<file path="src/common/wdg_pkg.sv">
// Shared constants and types for the windowed watchdog
package wdg_pkg;
  // Timing: system clock and nominal low-power RC oscillator
  localparam int unsigned CLK_HZ       = 200_000_000;
  localparam int unsigned RC_OSC_HZ    = 32_000;
  localparam int unsigned RC_CYCLES    = CLK_HZ / RC_OSC_HZ;
  // Divider structure
  localparam int          PRE_SHORT_LOG2 = 5;
  localparam int          PRE_LONG_LOG2  = 7;
  localparam int          POST_W         = 4;
  localparam int          SHAMT_W        = 5;
  localparam int          CNT_W          = 22;
  // APB register map
  localparam int          ADDR_W      = 8;
  localparam logic [7:0]  ADDR_CFG    = 8'h00;
  localparam logic [7:0]  ADDR_RCTL   = 8'h04;
  localparam logic [7:0]  ADDR_IST    = 8'h08;
  localparam logic [7:0]  ADDR_IMASK  = 8'h0C;
  localparam logic [7:0]  ADDR_CNT    = 8'h10;
  // Configuration word fields
  localparam int          CFG_W          = 8;
  localparam int          CFG_POST_LSB   = 0;
  localparam int          CFG_PRE_BIT    = 4;
  localparam int          CFG_WINOFF_BIT = 6;
  localparam int          CFG_FIXEN_BIT  = 7;
  localparam logic [7:0]  CFG_RESET      = 8'h5F;
  // Reset control register fields
  localparam int          RC_IDLE_BIT  = 2;
  localparam int          RC_SLEEP_BIT = 3;
  localparam int          RC_TO_BIT    = 4;
  localparam int          RC_SWEN_BIT  = 5;
  // Interrupt status and mask fields
  localparam int          IRQ_W        = 3;
  localparam int          IRQ_TO_BIT   = 0;
  localparam int          IRQ_WIN_BIT  = 1;
  localparam int          IRQ_WAKE_BIT = 2;
  localparam logic [2:0]  IRQ_RESET    = 3'h0;

  typedef enum logic [1:0] {
    WDG_RUN,
    WDG_SLEEP,
    WDG_IDLE
  } wdg_mode_t;
endpackage

</file>
<file path="src/common/wdg_div_if.sv">
// Control and status between watchdog core and its divider chain
`timescale 1ns/10ps
interface wdg_div_if;
  logic                         run;
  logic                         clear;
  logic                         pre_long;
  logic [wdg_pkg::POST_W-1:0]   post_sel;
  logic [wdg_pkg::CNT_W-1:0]    count;
  logic                         early;
  logic                         timeout;
  modport ctrl (output run, clear, pre_long, post_sel,
                input  count, early, timeout);
  modport div  (input  run, clear, pre_long, post_sel,
                output count, early, timeout);
endinterface

</file>
<file path="src/wdg_divider.sv">
// Low-power RC tick source with prescaler and postscaler count
`timescale 1ns/10ps
module wdg_divider #(
  parameter int unsigned RC_CYCLES = wdg_pkg::RC_CYCLES
) (
  // Clock and reset
  input  wire logic  clk_sys_in,
  input  wire logic  sys_rst_in,
  // Divider control
  wdg_div_if.div     div_if
);
  localparam int OSC_W = $clog2(RC_CYCLES);
  localparam int CW    = wdg_pkg::CNT_W;

  if (RC_CYCLES < 2) begin : g_chk
    $error("RC_CYCLES must be at least 2");
  end

  logic [OSC_W-1:0]            osc_reg;
  logic [CW-1:0]               count_reg;
  logic                        timeout_reg;
  logic                        osc_tick;
  logic [wdg_pkg::SHAMT_W-1:0] shamt;
  logic [CW-1:0]               last;
  logic [CW-1:0]               win_start;
  logic                        at_end;

  assign osc_tick = (osc_reg == OSC_W'(RC_CYCLES - 1));
  // Prescaler and postscaler form one count: low bits are the prescaler
  assign shamt = (div_if.pre_long
                  ? wdg_pkg::SHAMT_W'(wdg_pkg::PRE_LONG_LOG2)
                  : wdg_pkg::SHAMT_W'(wdg_pkg::PRE_SHORT_LOG2))
                 + wdg_pkg::SHAMT_W'(div_if.post_sel);
  assign last      = (CW'(1) << shamt) - CW'(1);
  assign win_start = last - (last >> 2);
  // A live ratio change may leave the count above the new end
  assign at_end    = (count_reg >= last);

  always_ff @(posedge clk_sys_in) begin
    if (sys_rst_in || !div_if.run || osc_tick) begin
      osc_reg <= '0;
    end else begin
      osc_reg <= osc_reg + OSC_W'(1);
    end
  end

  always_ff @(posedge clk_sys_in) begin
    if (sys_rst_in || div_if.clear) begin
      count_reg <= '0;
    end else if (div_if.run && osc_tick) begin
      count_reg <= at_end ? '0 : count_reg + CW'(1);
    end
  end

  always_ff @(posedge clk_sys_in) begin
    if (sys_rst_in || div_if.clear) begin
      timeout_reg <= 1'b0;
    end else begin
      timeout_reg <= div_if.run && osc_tick && at_end;
    end
  end

  assign div_if.count   = count_reg;
  assign div_if.timeout = timeout_reg;
  assign div_if.early   = (count_reg < win_start);
endmodule

</file>
<file path="src/wdg_watchdog.sv">
// Windowed watchdog with APB registers, power-save and wake handling
//
// The APB interface to the registers and the placing of the registers are this design's own decisions.
`timescale 1ns/10ps
module wdg_watchdog #(
  parameter int unsigned RC_CYCLES = wdg_pkg::RC_CYCLES
) (
  // Clock and reset
  input  wire logic                        clk_sys_in,
  input  wire logic                        sys_rst_in,
  // APB slave
  input  wire logic                        psel_in,
  input  wire logic                        penable_in,
  input  wire logic                        pwrite_in,
  input  wire logic [wdg_pkg::ADDR_W-1:0]  paddr_in,
  input  wire logic [31:0]                 pwdata_in,
  output logic      [31:0]                 prdata_out,
  output logic                             pready_out,
  output logic                             pslverr_out,
  // Processor core events
  input  wire logic                        dog_clear_instr_in,
  input  wire logic                        power_save_instr_in,
  input  wire logic                        power_save_idle_in,
  input  wire logic                        clk_switch_done_in,
  input  wire logic                        wake_event_in,
  // Device control
  output logic                             dev_reset_out,
  output logic                             wake_out,
  output logic                             sleep_out,
  output logic                             idle_out,
  output logic                             osc_enable_out,
  output logic                             irq_out
);
  wdg_div_if div_if ();

  wdg_divider #(
    .RC_CYCLES (RC_CYCLES)
  ) u_divider (
    .clk_sys_in (clk_sys_in),
    .sys_rst_in (sys_rst_in),
    .div_if     (div_if)
  );

  logic [wdg_pkg::CFG_W-1:0]  cfg_reg;
  logic                       soft_en_reg;
  logic                       to_flag_reg;
  logic                       sleep_st_reg;
  logic                       idle_st_reg;
  logic [wdg_pkg::IRQ_W-1:0]  ist_reg;
  logic [wdg_pkg::IRQ_W-1:0]  ist_next;
  logic [wdg_pkg::IRQ_W-1:0]  imask_reg;
  wdg_pkg::wdg_mode_t         mode_reg;
  wdg_pkg::wdg_mode_t         mode_next;
  logic [31:0]                prdata_reg;
  logic                       pready_reg;
  logic                       pslverr_reg;
  logic                       dev_reset_reg;
  logic                       wake_reg;
  logic                       sleep_reg;
  logic                       idle_reg;
  logic                       osc_en_reg;
  logic                       irq_reg;

  logic                       run;
  logic                       in_run;
  logic                       apb_setup;
  logic                       wr_acc;
  logic                       wr_cfg;
  logic                       wr_rctl;
  logic                       wr_ist;
  logic                       wr_imask;
  logic [31:0]                rdata;
  logic                       addr_ok;
  logic                       clr_cmd;
  logic                       win_err;
  logic                       ps_take;
  logic                       to_run;
  logic                       to_low;
  logic                       exit_low;
  logic                       dog_rst;

  assign run    = cfg_reg[wdg_pkg::CFG_FIXEN_BIT] | soft_en_reg;
  assign in_run = (mode_reg == wdg_pkg::WDG_RUN);

  // APB decode: writes land on the edge that samples pready high
  assign apb_setup = psel_in && penable_in && !pready_reg;
  assign wr_acc    = psel_in && penable_in && pready_reg && pwrite_in;
  assign wr_cfg    = wr_acc && (paddr_in == wdg_pkg::ADDR_CFG);
  assign wr_rctl   = wr_acc && (paddr_in == wdg_pkg::ADDR_RCTL);
  assign wr_ist    = wr_acc && (paddr_in == wdg_pkg::ADDR_IST);
  assign wr_imask  = wr_acc && (paddr_in == wdg_pkg::ADDR_IMASK);

  // Core-side events
  // clear only in normal run
  assign clr_cmd  = dog_clear_instr_in && in_run;
  assign win_err  = clr_cmd && run && div_if.early &&
                    !cfg_reg[wdg_pkg::CFG_WINOFF_BIT];
  assign ps_take  = power_save_instr_in && in_run;
  assign to_run   = div_if.timeout && in_run;
  // time-out still arrives in low power
  assign to_low   = div_if.timeout && !in_run;
  assign exit_low = !in_run && (to_low || wake_event_in);
  assign dog_rst  = to_run || win_err;

  // Divider control
  assign div_if.run      = run;
  assign div_if.pre_long = cfg_reg[wdg_pkg::CFG_PRE_BIT];
  assign div_if.post_sel =
    cfg_reg[wdg_pkg::CFG_POST_LSB +: wdg_pkg::POST_W];
  assign div_if.clear = clk_switch_done_in || ps_take || exit_low ||
                        clr_cmd || dog_rst;

  // Power-save state
  always_comb begin
    mode_next = mode_reg;
    case (mode_reg)
      wdg_pkg::WDG_RUN: begin
        if (ps_take) begin
          mode_next = power_save_idle_in ? wdg_pkg::WDG_IDLE
                                         : wdg_pkg::WDG_SLEEP;
        end
      end
      wdg_pkg::WDG_SLEEP, wdg_pkg::WDG_IDLE: begin
        if (exit_low) begin
          mode_next = wdg_pkg::WDG_RUN;
        end
      end
      default: begin
        mode_next = wdg_pkg::WDG_RUN;
      end
    endcase
  end

  always_ff @(posedge clk_sys_in) begin
    if (sys_rst_in) begin
      mode_reg  <= wdg_pkg::WDG_RUN;
      sleep_reg <= 1'b0;
      idle_reg  <= 1'b0;
      wake_reg  <= 1'b0;
    end else begin
      mode_reg  <= mode_next;
      sleep_reg <= (mode_next == wdg_pkg::WDG_SLEEP);
      idle_reg  <= (mode_next == wdg_pkg::WDG_IDLE);
      wake_reg  <= exit_low;
    end
  end

  // Configuration word; fixed enable cannot be cleared once set
  always_ff @(posedge clk_sys_in) begin
    if (sys_rst_in) begin
      cfg_reg <= wdg_pkg::CFG_RESET;
    end else if (wr_cfg) begin
      cfg_reg <= pwdata_in[wdg_pkg::CFG_W-1:0] |
                 (cfg_reg & (wdg_pkg::CFG_W'(1) << wdg_pkg::CFG_FIXEN_BIT));
    end
  end

  // soft enable cleared on any reset
  always_ff @(posedge clk_sys_in) begin
    if (sys_rst_in || dog_rst) begin
      soft_en_reg <= 1'b0;
    end else if (wr_rctl) begin
      soft_en_reg <= pwdata_in[wdg_pkg::RC_SWEN_BIT];
    end
  end

  // Status bits: hardware sets, software writes zero to clear, set wins
  always_ff @(posedge clk_sys_in) begin
    if (sys_rst_in) begin
      to_flag_reg  <= 1'b0;
      sleep_st_reg <= 1'b0;
      idle_st_reg  <= 1'b0;
    end else begin
      to_flag_reg  <= div_if.timeout ||
                      (to_flag_reg &&
                       !(wr_rctl && !pwdata_in[wdg_pkg::RC_TO_BIT]));
      sleep_st_reg <= (ps_take && !power_save_idle_in) ||
                      (sleep_st_reg &&
                       !(wr_rctl && !pwdata_in[wdg_pkg::RC_SLEEP_BIT]));
      idle_st_reg  <= (ps_take && power_save_idle_in) ||
                      (idle_st_reg &&
                       !(wr_rctl && !pwdata_in[wdg_pkg::RC_IDLE_BIT]));
    end
  end

  // Interrupt status, write one to clear, set wins over clear
  always_comb begin
    ist_next = ist_reg;
    if (wr_ist) begin
      ist_next = ist_reg & ~pwdata_in[wdg_pkg::IRQ_W-1:0];
    end
    ist_next[wdg_pkg::IRQ_TO_BIT]   = ist_next[wdg_pkg::IRQ_TO_BIT] |
                                      div_if.timeout;
    ist_next[wdg_pkg::IRQ_WIN_BIT]  = ist_next[wdg_pkg::IRQ_WIN_BIT] |
                                      win_err;
    ist_next[wdg_pkg::IRQ_WAKE_BIT] = ist_next[wdg_pkg::IRQ_WAKE_BIT] |
                                      exit_low;
  end

  always_ff @(posedge clk_sys_in) begin
    if (sys_rst_in) begin
      ist_reg   <= wdg_pkg::IRQ_RESET;
      imask_reg <= wdg_pkg::IRQ_RESET;
      irq_reg   <= 1'b0;
    end else begin
      ist_reg <= ist_next;
      if (wr_imask) begin
        imask_reg <= pwdata_in[wdg_pkg::IRQ_W-1:0];
      end
      // One cycle behind status; keeps the pin straight from a flop
      irq_reg <= |(ist_reg & imask_reg);
    end
  end

  // Device reset request and oscillator enable
  always_ff @(posedge clk_sys_in) begin
    if (sys_rst_in) begin
      dev_reset_reg <= 1'b0;
      osc_en_reg    <= 1'b0;
    end else begin
      dev_reset_reg <= dog_rst;
      osc_en_reg    <= run;
    end
  end

  // Read mux
  always_comb begin
    rdata   = 32'h0000_0000;
    addr_ok = 1'b1;
    case (paddr_in)
      wdg_pkg::ADDR_CFG:   rdata = 32'(cfg_reg);
      wdg_pkg::ADDR_RCTL: begin
        rdata[wdg_pkg::RC_SWEN_BIT]  = soft_en_reg;
        rdata[wdg_pkg::RC_TO_BIT]    = to_flag_reg;
        rdata[wdg_pkg::RC_SLEEP_BIT] = sleep_st_reg;
        rdata[wdg_pkg::RC_IDLE_BIT]  = idle_st_reg;
      end
      wdg_pkg::ADDR_IST:   rdata = 32'(ist_reg);
      wdg_pkg::ADDR_IMASK: rdata = 32'(imask_reg);
      wdg_pkg::ADDR_CNT:   rdata = 32'(div_if.count);
      default:             addr_ok = 1'b0;
    endcase
  end

  // APB answer: one wait state in every access phase
  always_ff @(posedge clk_sys_in) begin
    if (sys_rst_in) begin
      pready_reg  <= 1'b0;
      pslverr_reg <= 1'b0;
      prdata_reg  <= 32'h0000_0000;
    end else begin
      pready_reg  <= apb_setup;
      pslverr_reg <= apb_setup && !addr_ok;
      if (apb_setup && !pwrite_in) begin
        prdata_reg <= rdata;
      end
    end
  end

  assign prdata_out     = prdata_reg;
  assign pready_out     = pready_reg;
  assign pslverr_out    = pslverr_reg;
  assign dev_reset_out  = dev_reset_reg;
  assign wake_out       = wake_reg;
  assign sleep_out      = sleep_reg;
  assign idle_out       = idle_reg;
  assign osc_enable_out = osc_en_reg;
  assign irq_out        = irq_reg;
endmodule

</file>
<file path="config.mk">
export PLATFORM = sky130hd
export DESIGN_NAME = wdg_watchdog
export DESIGN_NICKNAME = d
export VERILOG_FILES = /design/src/common/wdg_pkg.sv /design/src/common/wdg_div_if.sv /design/src/wdg_divider.sv /design/src/wdg_watchdog.sv
export SDC_FILE = /design/constraint.sdc
export NUM_CORES = 1
export LEC_CHECK = 0
export BUFFER_PORTS_ARGS = -buffer_cell sky130_fd_sc_hd__buf_2
export CAP_MARGIN = 15
export CELL_PAD_IN_SITES_DETAIL_PLACEMENT = 1
export CELL_PAD_IN_SITES_GLOBAL_PLACEMENT = 2
export CORE_ASPECT_RATIO = 1.1
export CORE_MARGIN = 2
export CORE_UTILIZATION = 25
export CTS_CLUSTER_SIZE = 12
export DETAILED_ROUTE_END_ITERATION = 12
export PLACE_DENSITY_LB_ADDON = 0.1
export SLEW_MARGIN = 20
export SYNTH_ARGS = -nofsm -noshare
export SYNTH_HDL_FRONTEND = slang
export SYNTH_SLANG_ARGS = --single-unit
</file>
<file path="constraint.sdc">
create_clock -name clk_sys_in -period 8.7 [get_ports clk_sys_in]
set_clock_uncertainty 0.1 [all_clocks]
set_input_delay 0.87 -clock clk_sys_in [delete_from_list [all_inputs] [get_ports clk_sys_in]]
set_output_delay 0.87 -clock clk_sys_in [all_outputs]
set_load 0.005 [all_outputs]
</file>
; ---- Word-level counts from Yosys, hierarchy flattened
; Index checks and enable logic that the tools add are counted.
[totals]
ff_bits = 96
latchBits = 0
mem_bits_rw = 0
romBits = 0
input_bits = 50
out_inout_bits = 40
wordCells = 115
memories = 0
[op_classes]
n_addsub = 5
multipliers = 0
div_mod_pow = 0
n_lt_le_gt_ge = 2
n_eq_ne = 9
n_shift = 1
muxes = 11
bitwise_logic = 8
reduce_logical = 59
[op_table]
columns = cell, count
row1 = $pmux 16 s2, 1
row2 = $logic_and 1x1->1, 28
row3 = $add 22x1->22 const B, 1
row4 = $ge 22x22->1, 1
row5 = $lt 22x22->1, 1
row6 = $mux 22, 1
row7 = $shl 1x5->22 const A, 1
row8 = $sub 22x2->22 const B, 1
row9 = $sub 22x20->22, 1
row10 = $pmux 4 s5, 1
row11 = $eq 8x4->1 const B, 2
row12 = $add 13x1->13 const B, 1
row13 = $eq 13x13->1 const B, 1
row14 = $logic_not 1->1, 13
row15 = $logic_or 1x1->1, 13
row16 = $eq 8x3->1 const B, 1
row17 = $eq 8x5->1 const B, 1
row18 = $logic_not 8->1, 1
row19 = $mux 2, 4
row20 = $or 8x8->8, 1
row21 = $pmux 2 s4, 1
row22 = $and 3x3->3, 2
row23 = $add 5x4->5, 1
row24 = $reduce_or 5->1, 1
row25 = other kinds (10), 15

; ---- Longest topological paths before layout
; Gate-level depths: netlist (run 1).
[logic_depth]
ltp_word = 11
mapped_depth = 24
depth_no_buf = 21

; ---- Cells and area by module
; Synthesis (run 1) repeated with hierarchy kept, for this count alone.
[unflattened]
cells_unflattened = 766
area_unflattened_um2 = 6314.8
[modules_own_cells]
columns = mod, n_inst, cells_each, area_each_um2, seq_area_each_um2
row1 = wdg_divider, 1, 520, 4067.7, 720.7
row2 = wdg_watchdog, 1, 246, 2247.2, 1001.0

; ---- Least setup slack after synthesis (run 1)
; No wires, ideal clock.
[synth_path]
kind = reg2reg
start = reg cfg_reg[1] (netlist name)
end = reg soft_en_reg
setup_ns = 0.132
t_arrival_ns = 4.168
required_ns = 8.468
path_slack_ns = 4.300
stages_incl_launch_ff = 22
path_buffers = 3
period_less_slack_ns = 4.400
cell_sequence = dfxtp_1 -> ha_1 -> clkbuf_8 -> buf_2 -> clkbuf_1 -> nor3_1 -> o21ai_0 -> ha_1 -> inv_1 -> o211ai_1 -> a211o_1 -> o41ai_2 -> nand3b_1 -> a311oi_1 -> a2111oi_2 -> ha_1 -> nand4_1 -> a211oi_1 -> nor4b_1 -> nand4_1 -> nand3_1 -> nor3_1
[synth_via]
elab_chain_cells = 9
[synth_lines]
columns = element, line_no
row1 = from (decl), wdg_watchdog.sv:44  ; logic [wdg_pkg::CFG_W-1:0] cfg_reg;
row2 = from (signal assigned), wdg_watchdog.sv:151  ; cfg_reg <= wdg_pkg::CFG_RESET;
row3 = from (signal assigned), wdg_watchdog.sv:153  ; cfg_reg <= pwdata_in[wdg_pkg::CFG_W-1:0] |
row4 = $add 5x4->5, wdg_divider.sv:33  ; + wdg_pkg::SHAMT_W'(div_if.post_sel);
row5 = $shl 1x5->22, wdg_divider.sv:34  ; assign last = (CW'(1) << shamt) - CW'(1);
row6 = $sub 22x2->22, wdg_divider.sv:34
row7 = $sub 22x20->22, wdg_divider.sv:35  ; assign win_start = last - (last >> 2);
row8 = $lt 22x22->1, wdg_divider.sv:65  ; assign div_if.early = (count_reg < win_start);
row9 = $logic_and 1x1->1 (2 in a row), wdg_watchdog.sv:96  ; assign win_err = clr_cmd && run && div_if.early &&
row10 = $logic_or 1x1->1, wdg_watchdog.sv:103  ; assign dog_rst = to_run || win_err;
row11 = $logic_or 1x1->1, wdg_watchdog.sv:160  ; if (sys_rst_in || dog_rst) begin
row12 = to (signal assigned), wdg_watchdog.sv:163  ; soft_en_reg <= pwdata_in[wdg_pkg::RC_SWEN_BIT];
row13 = to (decl), wdg_watchdog.sv:45  ; logic soft_en_reg;
; No other way between the ends.
; A chain may end at the register's enable or synchronous reset.

; ---- Final worst setup path (run 1)
[layout_path]
start = reg cfg_reg[4] (netlist name)
end = reg soft_en_reg
[layout_via]
elab_chain_cells = 10
[layout_lines]
columns = element, line_no
row1 = $mux 2, wdg_divider.sv:31  ; ? wdg_pkg::SHAMT_W'(wdg_pkg::PRE_LONG_LOG2)
row2 = $add 5x4->5, wdg_divider.sv:33
row3 = $shl 1x5->22, wdg_divider.sv:34
row4 = $sub 22x2->22, wdg_divider.sv:34
row5 = $sub 22x20->22, wdg_divider.sv:35
row6 = $lt 22x22->1, wdg_divider.sv:65
row7 = $logic_and 1x1->1 (2 in a row), wdg_watchdog.sv:96
row8 = $logic_or 1x1->1, wdg_watchdog.sv:103
row9 = $logic_or 1x1->1, wdg_watchdog.sv:160
; No other way between the ends.

==> impl_metrics.csv, run 1 <==
group,metric,value,unit
clock_tree,cts_hold_buf,0,
finish,final_nets,957,
floorplan,die_y,174,um
finish,final_common_cell,"nor2_1",
yosys,synth_edf_count,0,
yosys,avgSynthCellArea,8.06,um2
clock_tree,cts_buffers,9,
clock_tree,post_cts_resized,0,
finish,final_cell_mix,"90 x nor2_1, 86 x dfxtp_1, 60 x ha_1, 55 x nand2_1, 55 x buf_2",
placed_design,dp_hpwl,17.8,mm
grt,grt_pass1_wl,36.2,mm
setup_path,worstSetupPathType,"reg2reg",
timing,hold_slack,392,ps
floorplan,die-width,158,um
clock_tree,root_buffer,"clkbuf_16",
yosys,syn_inst,811,
timing,maxSlewHeadroom,30.8,%
worst_hold_path,hold_class,"reg2reg",
timing,worst_slew_pin_slew,1040,ps
power,p_leak,3.07,nW
yosys,synth_ff_type,"dfxtp_1",
clock_tree,clk_latency,360,ps
clock_tree,htree_levels,3,
grt,grt_antenna_before_repair,0,
detailed_routing,routed_wl,22.8,mm
detailed_routing,drt_iter0_drc,278,
power,seqPwrFrac,41.6,%
clock_tree,clkSlewWorstSetupHoldPaths,70,ps
finish,antenna_cells,0,
floorplan,rows,62,
yosys,netlist_area,0.00654,mm2
timing,period_minus_slack,5770,ps
power,swShare,28.8,%
placed_design,port_buffers,55,
timing,finalMaxSlewViolations,0,
detailed_routing,viasPerCell,5.09,
floorplan,io_pins,90,
clock_tree,post_cts_buffers,0,
grt,grt_max_degree,50,
power,p_int,0.000684,W
yosys,yosysSeqAreaShare,26.3,%
detailed_routing,avgRoutedWirePerCell,18.9,um
setup_path,startpoint_type,"flip-flop",
yosys,synth-seq-cells,86,
finish,syn_to_final_growth,12.9,%
power,p_comb_share,15.9,%
grt,track_usage,17.0,%
grt,grt-ovfl-total,0,
timing,setup_ws,2930,ps
yosys,ys_types,84,
power,power_frac_clock,42.6,%
floorplan,coreArea,0.0259,mm2
floorplan,fp.dieArea,0.0275,mm2
floorplan,start_util,25.2,%
grt,grt-busiest-layer,"met2",
power,powerDensity,130,mW/mm2
clock_tree,cts.sinks,86,
detailed_routing,ant_nets,0,
finish,drive_gt1_share,12.6,%
yosys,yosys_warnings,0,
grt,grtUsageMet3,2.78,%
clock_tree,cts_tree,"built",
finish,num-fill-cells,3179,
setup_path,end_kind,"flip-flop",
placed_design,dp_slack,2870,ps
flow_run,drv_cap,0,
setup_path,cp.required,8870,ps
detailed_routing,num_vias,6127,
grt,first_global_vias,6459,
finish,fin_util,28.5,%
run_status,outcome,"completed",
clock_tree,clk_path_buf_depth,2,
yosys,ys_async_sr_fraction,0,%
timing,setup_viol,0,
timing,fmaxAchievable,173,MHz
timing,hold_viol,0,
timing,fin_setup_tns,0,ps
timing,fin_crit_sh,66.3,%
detailed_routing,firstDrtPassIters,5,
setup_path,worst-path-max-fanout,31,
detailed_routing,drcViolationCount,0,
power,vdd_drop_max,0.0863,mV
setup_path,critical_path_arrival,5940,ps
grt,gr-usage-met2,29.5,%
timing,grt_setup_unrepaired,"no",
placed_design,place_congestion,0.795,
grt,met1_usage,22.0,%
power,p_switching,0.000277,W
-- critical path: stages (launching register included) --
cell      delay [ps]
dfxtp_1          330
ha_1             940
and3b_1          330
o31ai_1           90
o31ai_1          130
inv_1            180
ha_1             440
nand2_1          110
a211o_1          360
a211oi_1         440
nor2_1           130
and3_1           210
a211o_1          330
ha_1             300
nand2_1           60
nor3_1           400
o311ai_0         280
nand4_1          260
nand3_1          100
nor3_1           150
-- area by class of cell --
type	count	area (um2)	area share [%]
inverter	37	139	1.88
sequential	86	1720	23.3
clock buffer	9	225	3.05
clock inverter	7	80.1	1.08
tap	352	440	5.97
multi-input combinational	649	4440	60.1
timing repair buffer	63	335	4.54
-- layer usage --
layer / share of wire [%] / up-vias
met2: 49 / 101
met1: 46 / 2986
met5: 0 / -
met3: 3.4 / 20
met4: 1.4 / 0
li1: - / 3020
-- stage by stage --
stage	area, um2	instances	total power, W
after global routing	7380	1203	0.00101
final	7380	1203	0.000961
after global placement	7080	1187	0.000555
after floorplan	6600	827	0.000519
after CTS	7380	1203	0.000973
after detailed placement	7080	1187	0.000559
-- synth_stat cells (12+ instances only) --
| library cell | n | area (um2) |
|---|---|---|
| ha_1 | 60 | 751 |
| o21ai_0 | 30 | 150 |
| inv_1 | 37 | 139 |
| nor2_1 | 90 | 338 |
| xor2_1 | 26 | 228 |
| a21oi_1 | 34 | 170 |
| nand4_1 | 17 | 106 |
| nand2_1 | 55 | 206 |
| nor3_1 | 19 | 95.1 |
| xnor2_1 | 25 | 219 |
| nand3_1 | 26 | 130 |
| mux2i_1 | 12 | 120 |
| clkbuf_1 | 35 | 131 |
| dfxtp_1 | 86 | 1720 |
| nor4_1 | 26 | 163 |
| a22oi_1 | 19 | 143 |
| and3_1 | 16 | 100 |
-- power groups by stage --
stage                     sequential [W]  combinational (W)  clock [W]
after floorplan                 0.000408           0.000111          0
after global placement          0.000408           0.000147          0
after detailed placement        0.000408           0.000150          0
after CTS                       0.000399           0.000151   0.000422
after global routing            0.000400           0.000175   0.000436
final                           0.000399           0.000153   0.000409
-- logic make-up (layout without fill, tap and decap cells) --
| kind of cell | Yosys count | in the layout | synth area share, % |
|---|---|---|---|
| mux | 14 | 14 | 2.18 |
| buf+inv | 92 | 116 | 6.85 |
| simple gates | 313 | 313 | 24.8 |
| other cells | 2 | 18 | 0.115 |
| compound gates | 189 | 189 | 20.5 |
| xor+xnor | 52 | 52 | 7.08 |
| fa+ha+maj | 63 | 63 | 12.1 |
| flops | 86 | 86 | 26.3 |
-- worst paths after layout --
check | from | to | slack [ps] | cells after the start
worst max-delay path | cfg_reg[4] | soft_en_reg | 2930 | 19
worst min-delay path | to_flag_reg | to_flag_reg | 390 | 2
worst min register to register | to_flag_reg | to_flag_reg | 390 | 2
worst max register to register | cfg_reg[4] | soft_en_reg | 2930 | 19
No activity file was read; power rests on OpenSTA's default activity.
==> inputs of run 2 (changes only) <==
- ABC_AREA: default -> 1
- clock period: 8.7 -> 5.95 ns (I/O delays scaled with it)
==> impl_metrics.csv, run 2 <==
group,metric,value,unit
placed_design,port_buffers,55,
grt,track_usage,16.5,%
setup_path,worst_path_max_delay_cell,"ha_1",
clock_tree,root_buffer,"clkbuf_16",
detailed_routing,firstDrtPassIters,4,
clock_tree,htree_levels,3,
timing,fmaxAchievable,185,MHz
grt,first_global_vias,6434,
timing,hold_viol,0,
finish,num-fill-cells,3198,
setup_path,rr_endpoint,"u_divider.div_if.count[8]",
worst_hold_path,min_path_cells,2,
timing,fin_crit_sh,90.6,%
power,design_power_total,0.00140,W
setup_path,startpoint_type,"flip-flop",
yosys,avgSynthCellArea,6.78,um2
floorplan,coreArea,0.0253,mm2
placed_design,post_dp_cell_area,0.00720,mm2
yosys,yosysSeqAreaShare,26.9,%
setup_path,end_kind,"flip-flop",
finish,syn_to_final_growth,17.5,%
floorplan,rows,61,
yosys,ys_async_sr_fraction,0,%
finish,final_nets,1133,
yosys,synth_top_cell_area_share,26.9,%
clock_tree,post_cts_buffers,0,
placed_design,dp_hpwl,17.8,mm
clock_tree,clkSlewWorstSetupHoldPaths,70,ps
clock_tree,clk_latency,340,ps
yosys,netlist_area,0.00640,mm2
setup_path,cpMostUsedCell,"nand2_1",
yosys,ys_types,50,
setup_path,cpPeakStageDelay,380,ps
detailed_routing,ant_nets,0,
grt,grt_pass1_wl,34.4,mm
finish,multi_input_area,0.00413,mm2
yosys,synth_top_cell_by_area,"dfxtp_1",
finish,final_cell_mix,"186 x nand2_1, 115 x inv_1, 115 x nor2_1, 86 x dfxtp_1, 67 x a21oi_1",
setup_path,reg2regPathDepth,31,
floorplan,die-width,157,um
setup_path,cp.required,6130,ps
yosys,synth_ff_type,"dfxtp_1",
finish,finalInstanceArea,0.00752,mm2
timing,grt_setup_unrepaired,"no",
yosys,yosys_warnings,0,
power,p_leak,3.44,nW
yosys,syn_inst,945,
grt,grt_antenna_before_repair,0,
yosys,synthTopCellsByCount,"186 x nand2_1, 117 x nor2_1, 116 x inv_1",
detailed_routing,avgRoutedWirePerCell,15.5,um
yosys,synth-seq-cells,86,
clock_tree,cts.sinks,86,
setup_path,worst-path-max-fanout,8,
floorplan,fp.dieArea,0.0269,mm2
detailed_routing,drcViolationCount,0,
detailed_routing,num_vias,6233,
yosys,ys_top_cells_by_area,"dfxtp_1 27%, ha_1 12%, nand2_1 11%, nor2_1 6.9%, inv_1 6.8%",
finish,antenna_cells,0,
floorplan,die_y,172,um
detailed_routing,drt_iter0_drc,191,
placed_design,place_congestion,0.746,
finish,seq_area,0.00172,mm2
timing,fin_setup_tns,0,ps
timing,maxSlewHeadroom,43.2,%
finish,drive_gt1_share,14.0,%
clock_tree,cts_tree,"built",
worst_hold_path,worstHoldStart,"cfg_reg[5]",
grt,grt-ovfl-total,0,
setup_path,worstSetupPathType,"reg2reg",
clock_tree,clk_path_buf_depth,2,
setup_path,critical_path_arrival,5580,ps
timing,finalMaxSlewViolations,0,
detailed_routing,routed_wl,21.2,mm
run_status,outcome,"completed",
timing,hold_slack,363,ps
setup_path,timing.rr.start,"cfg_reg[1]",
yosys,synth_edf_count,0,
timing,period_minus_slack,5390,ps
floorplan,io_pins,90,
grt,grt_max_degree,39,
detailed_routing,viasPerCell,4.54,
worst_hold_path,hold_class,"reg2reg",
timing,worst_slew_pin_slew,844,ps
clock_tree,cts_buffers,9,
power,vdd_drop_max,0.113,mV
yosys,synth_most_common_cell,"nand2_1",
setup_path,rrSetupSlack,560,ps
power,powerDensity,186,mW/mm2
clock_tree,cts_hold_buf,0,
floorplan,start_util,25.3,%
setup_path,startpoint,"cfg_reg[1]",
timing,setup_viol,0,
worst_hold_path,hold_path_end,"cfg_reg[5]",
flow_run,drv_cap,0,
finish,final_common_cell,"nand2_1",
## run 2: changes by cell type after synthesis, moves of 23 or more
cell / delta
a21oi_1: +35
inv_1: +79
nand2_1: +131
nor2_1: +27
o21ai_0: +23
## run 2: per-stage QoR
step                utilization (%)  worst slack [ps]  cells
floorplan                         -              1270    961
global placement               28.5               445   1357
detailed placement             28.5               393   1357
CTS                            29.7               347   1373
global route                   29.8              2.78   1373
finish                         29.8               558   1373
## run 2: critical path: cells and delay by family, from the launching register on
family          cells  cell delay, ps
simple gates       18            2090
compound gates      5             970
fa+ha+maj           3             940
buf+inv             4             620
flops               1             340
xor+xnor            1             250
## run 2: power breakdown
| part | switching (W) | internal [W] |
|---|---|---|
| registers | 0.00000493 | 0.000585 |
| clock network | 0.000253 | 0.000339 |
| logic | 0.000132 | 0.0000855 |
| total | 0.000390 | 0.00101 |
## run 2: final cells by class
cell class,instances,area share [%]
clock buffer,10,3.18
clock inverter,6,0.931
inverter,121,6.04
multi-input combinational,724,54.9
sequential,86,22.9
tap,346,5.76
timing repair buffer,80,6.32
## run 2: metal layers
layer	GRT usage, %	wire (um)
met2	29.3	10400
met4	2.59	175
met5	0	0
met1	21.7	10200
met3	2.02	506
## run 2: how the worst max path moves through the flow
stage / end / slack (ps) / depth (start not counted)
floorplan: u_divider.div_if.count[9] / 1270 / 31
CTS: u_divider.div_if.count[1] / 350 / 31
global route: u_divider.div_if.count[8] / 3 / 34
finish: u_divider.div_if.count[8] / 560 / 31
global placement: u_divider.div_if.count[1] / 440 / 31
detailed placement: u_divider.div_if.count[1] / 390 / 31
## run 2: what timing repair did
action                                 in CTS  in global routing
setup endpoints to repair                   0                 22
resized for setup                           0                  4
endpoints found under the hold margin       0                  0
## run 2: logic make-up (layout without fill, tap and decap cells)
logic type | after synthesis | after routing | synth area share (%)
flip-flops | 86 | 86 | 26.9
adder cells (fa/ha/maj) | 61 | 61 | 12.0
AND/OR/NAND/NOR | 446 | 446 | 32.0
AO/OA/AOI/OAI | 167 | 167 | 14.8
XOR/XNOR | 32 | 32 | 4.38
buffers and inverters | 151 | 217 | 9.75
other | 2 | 18 | 0.117
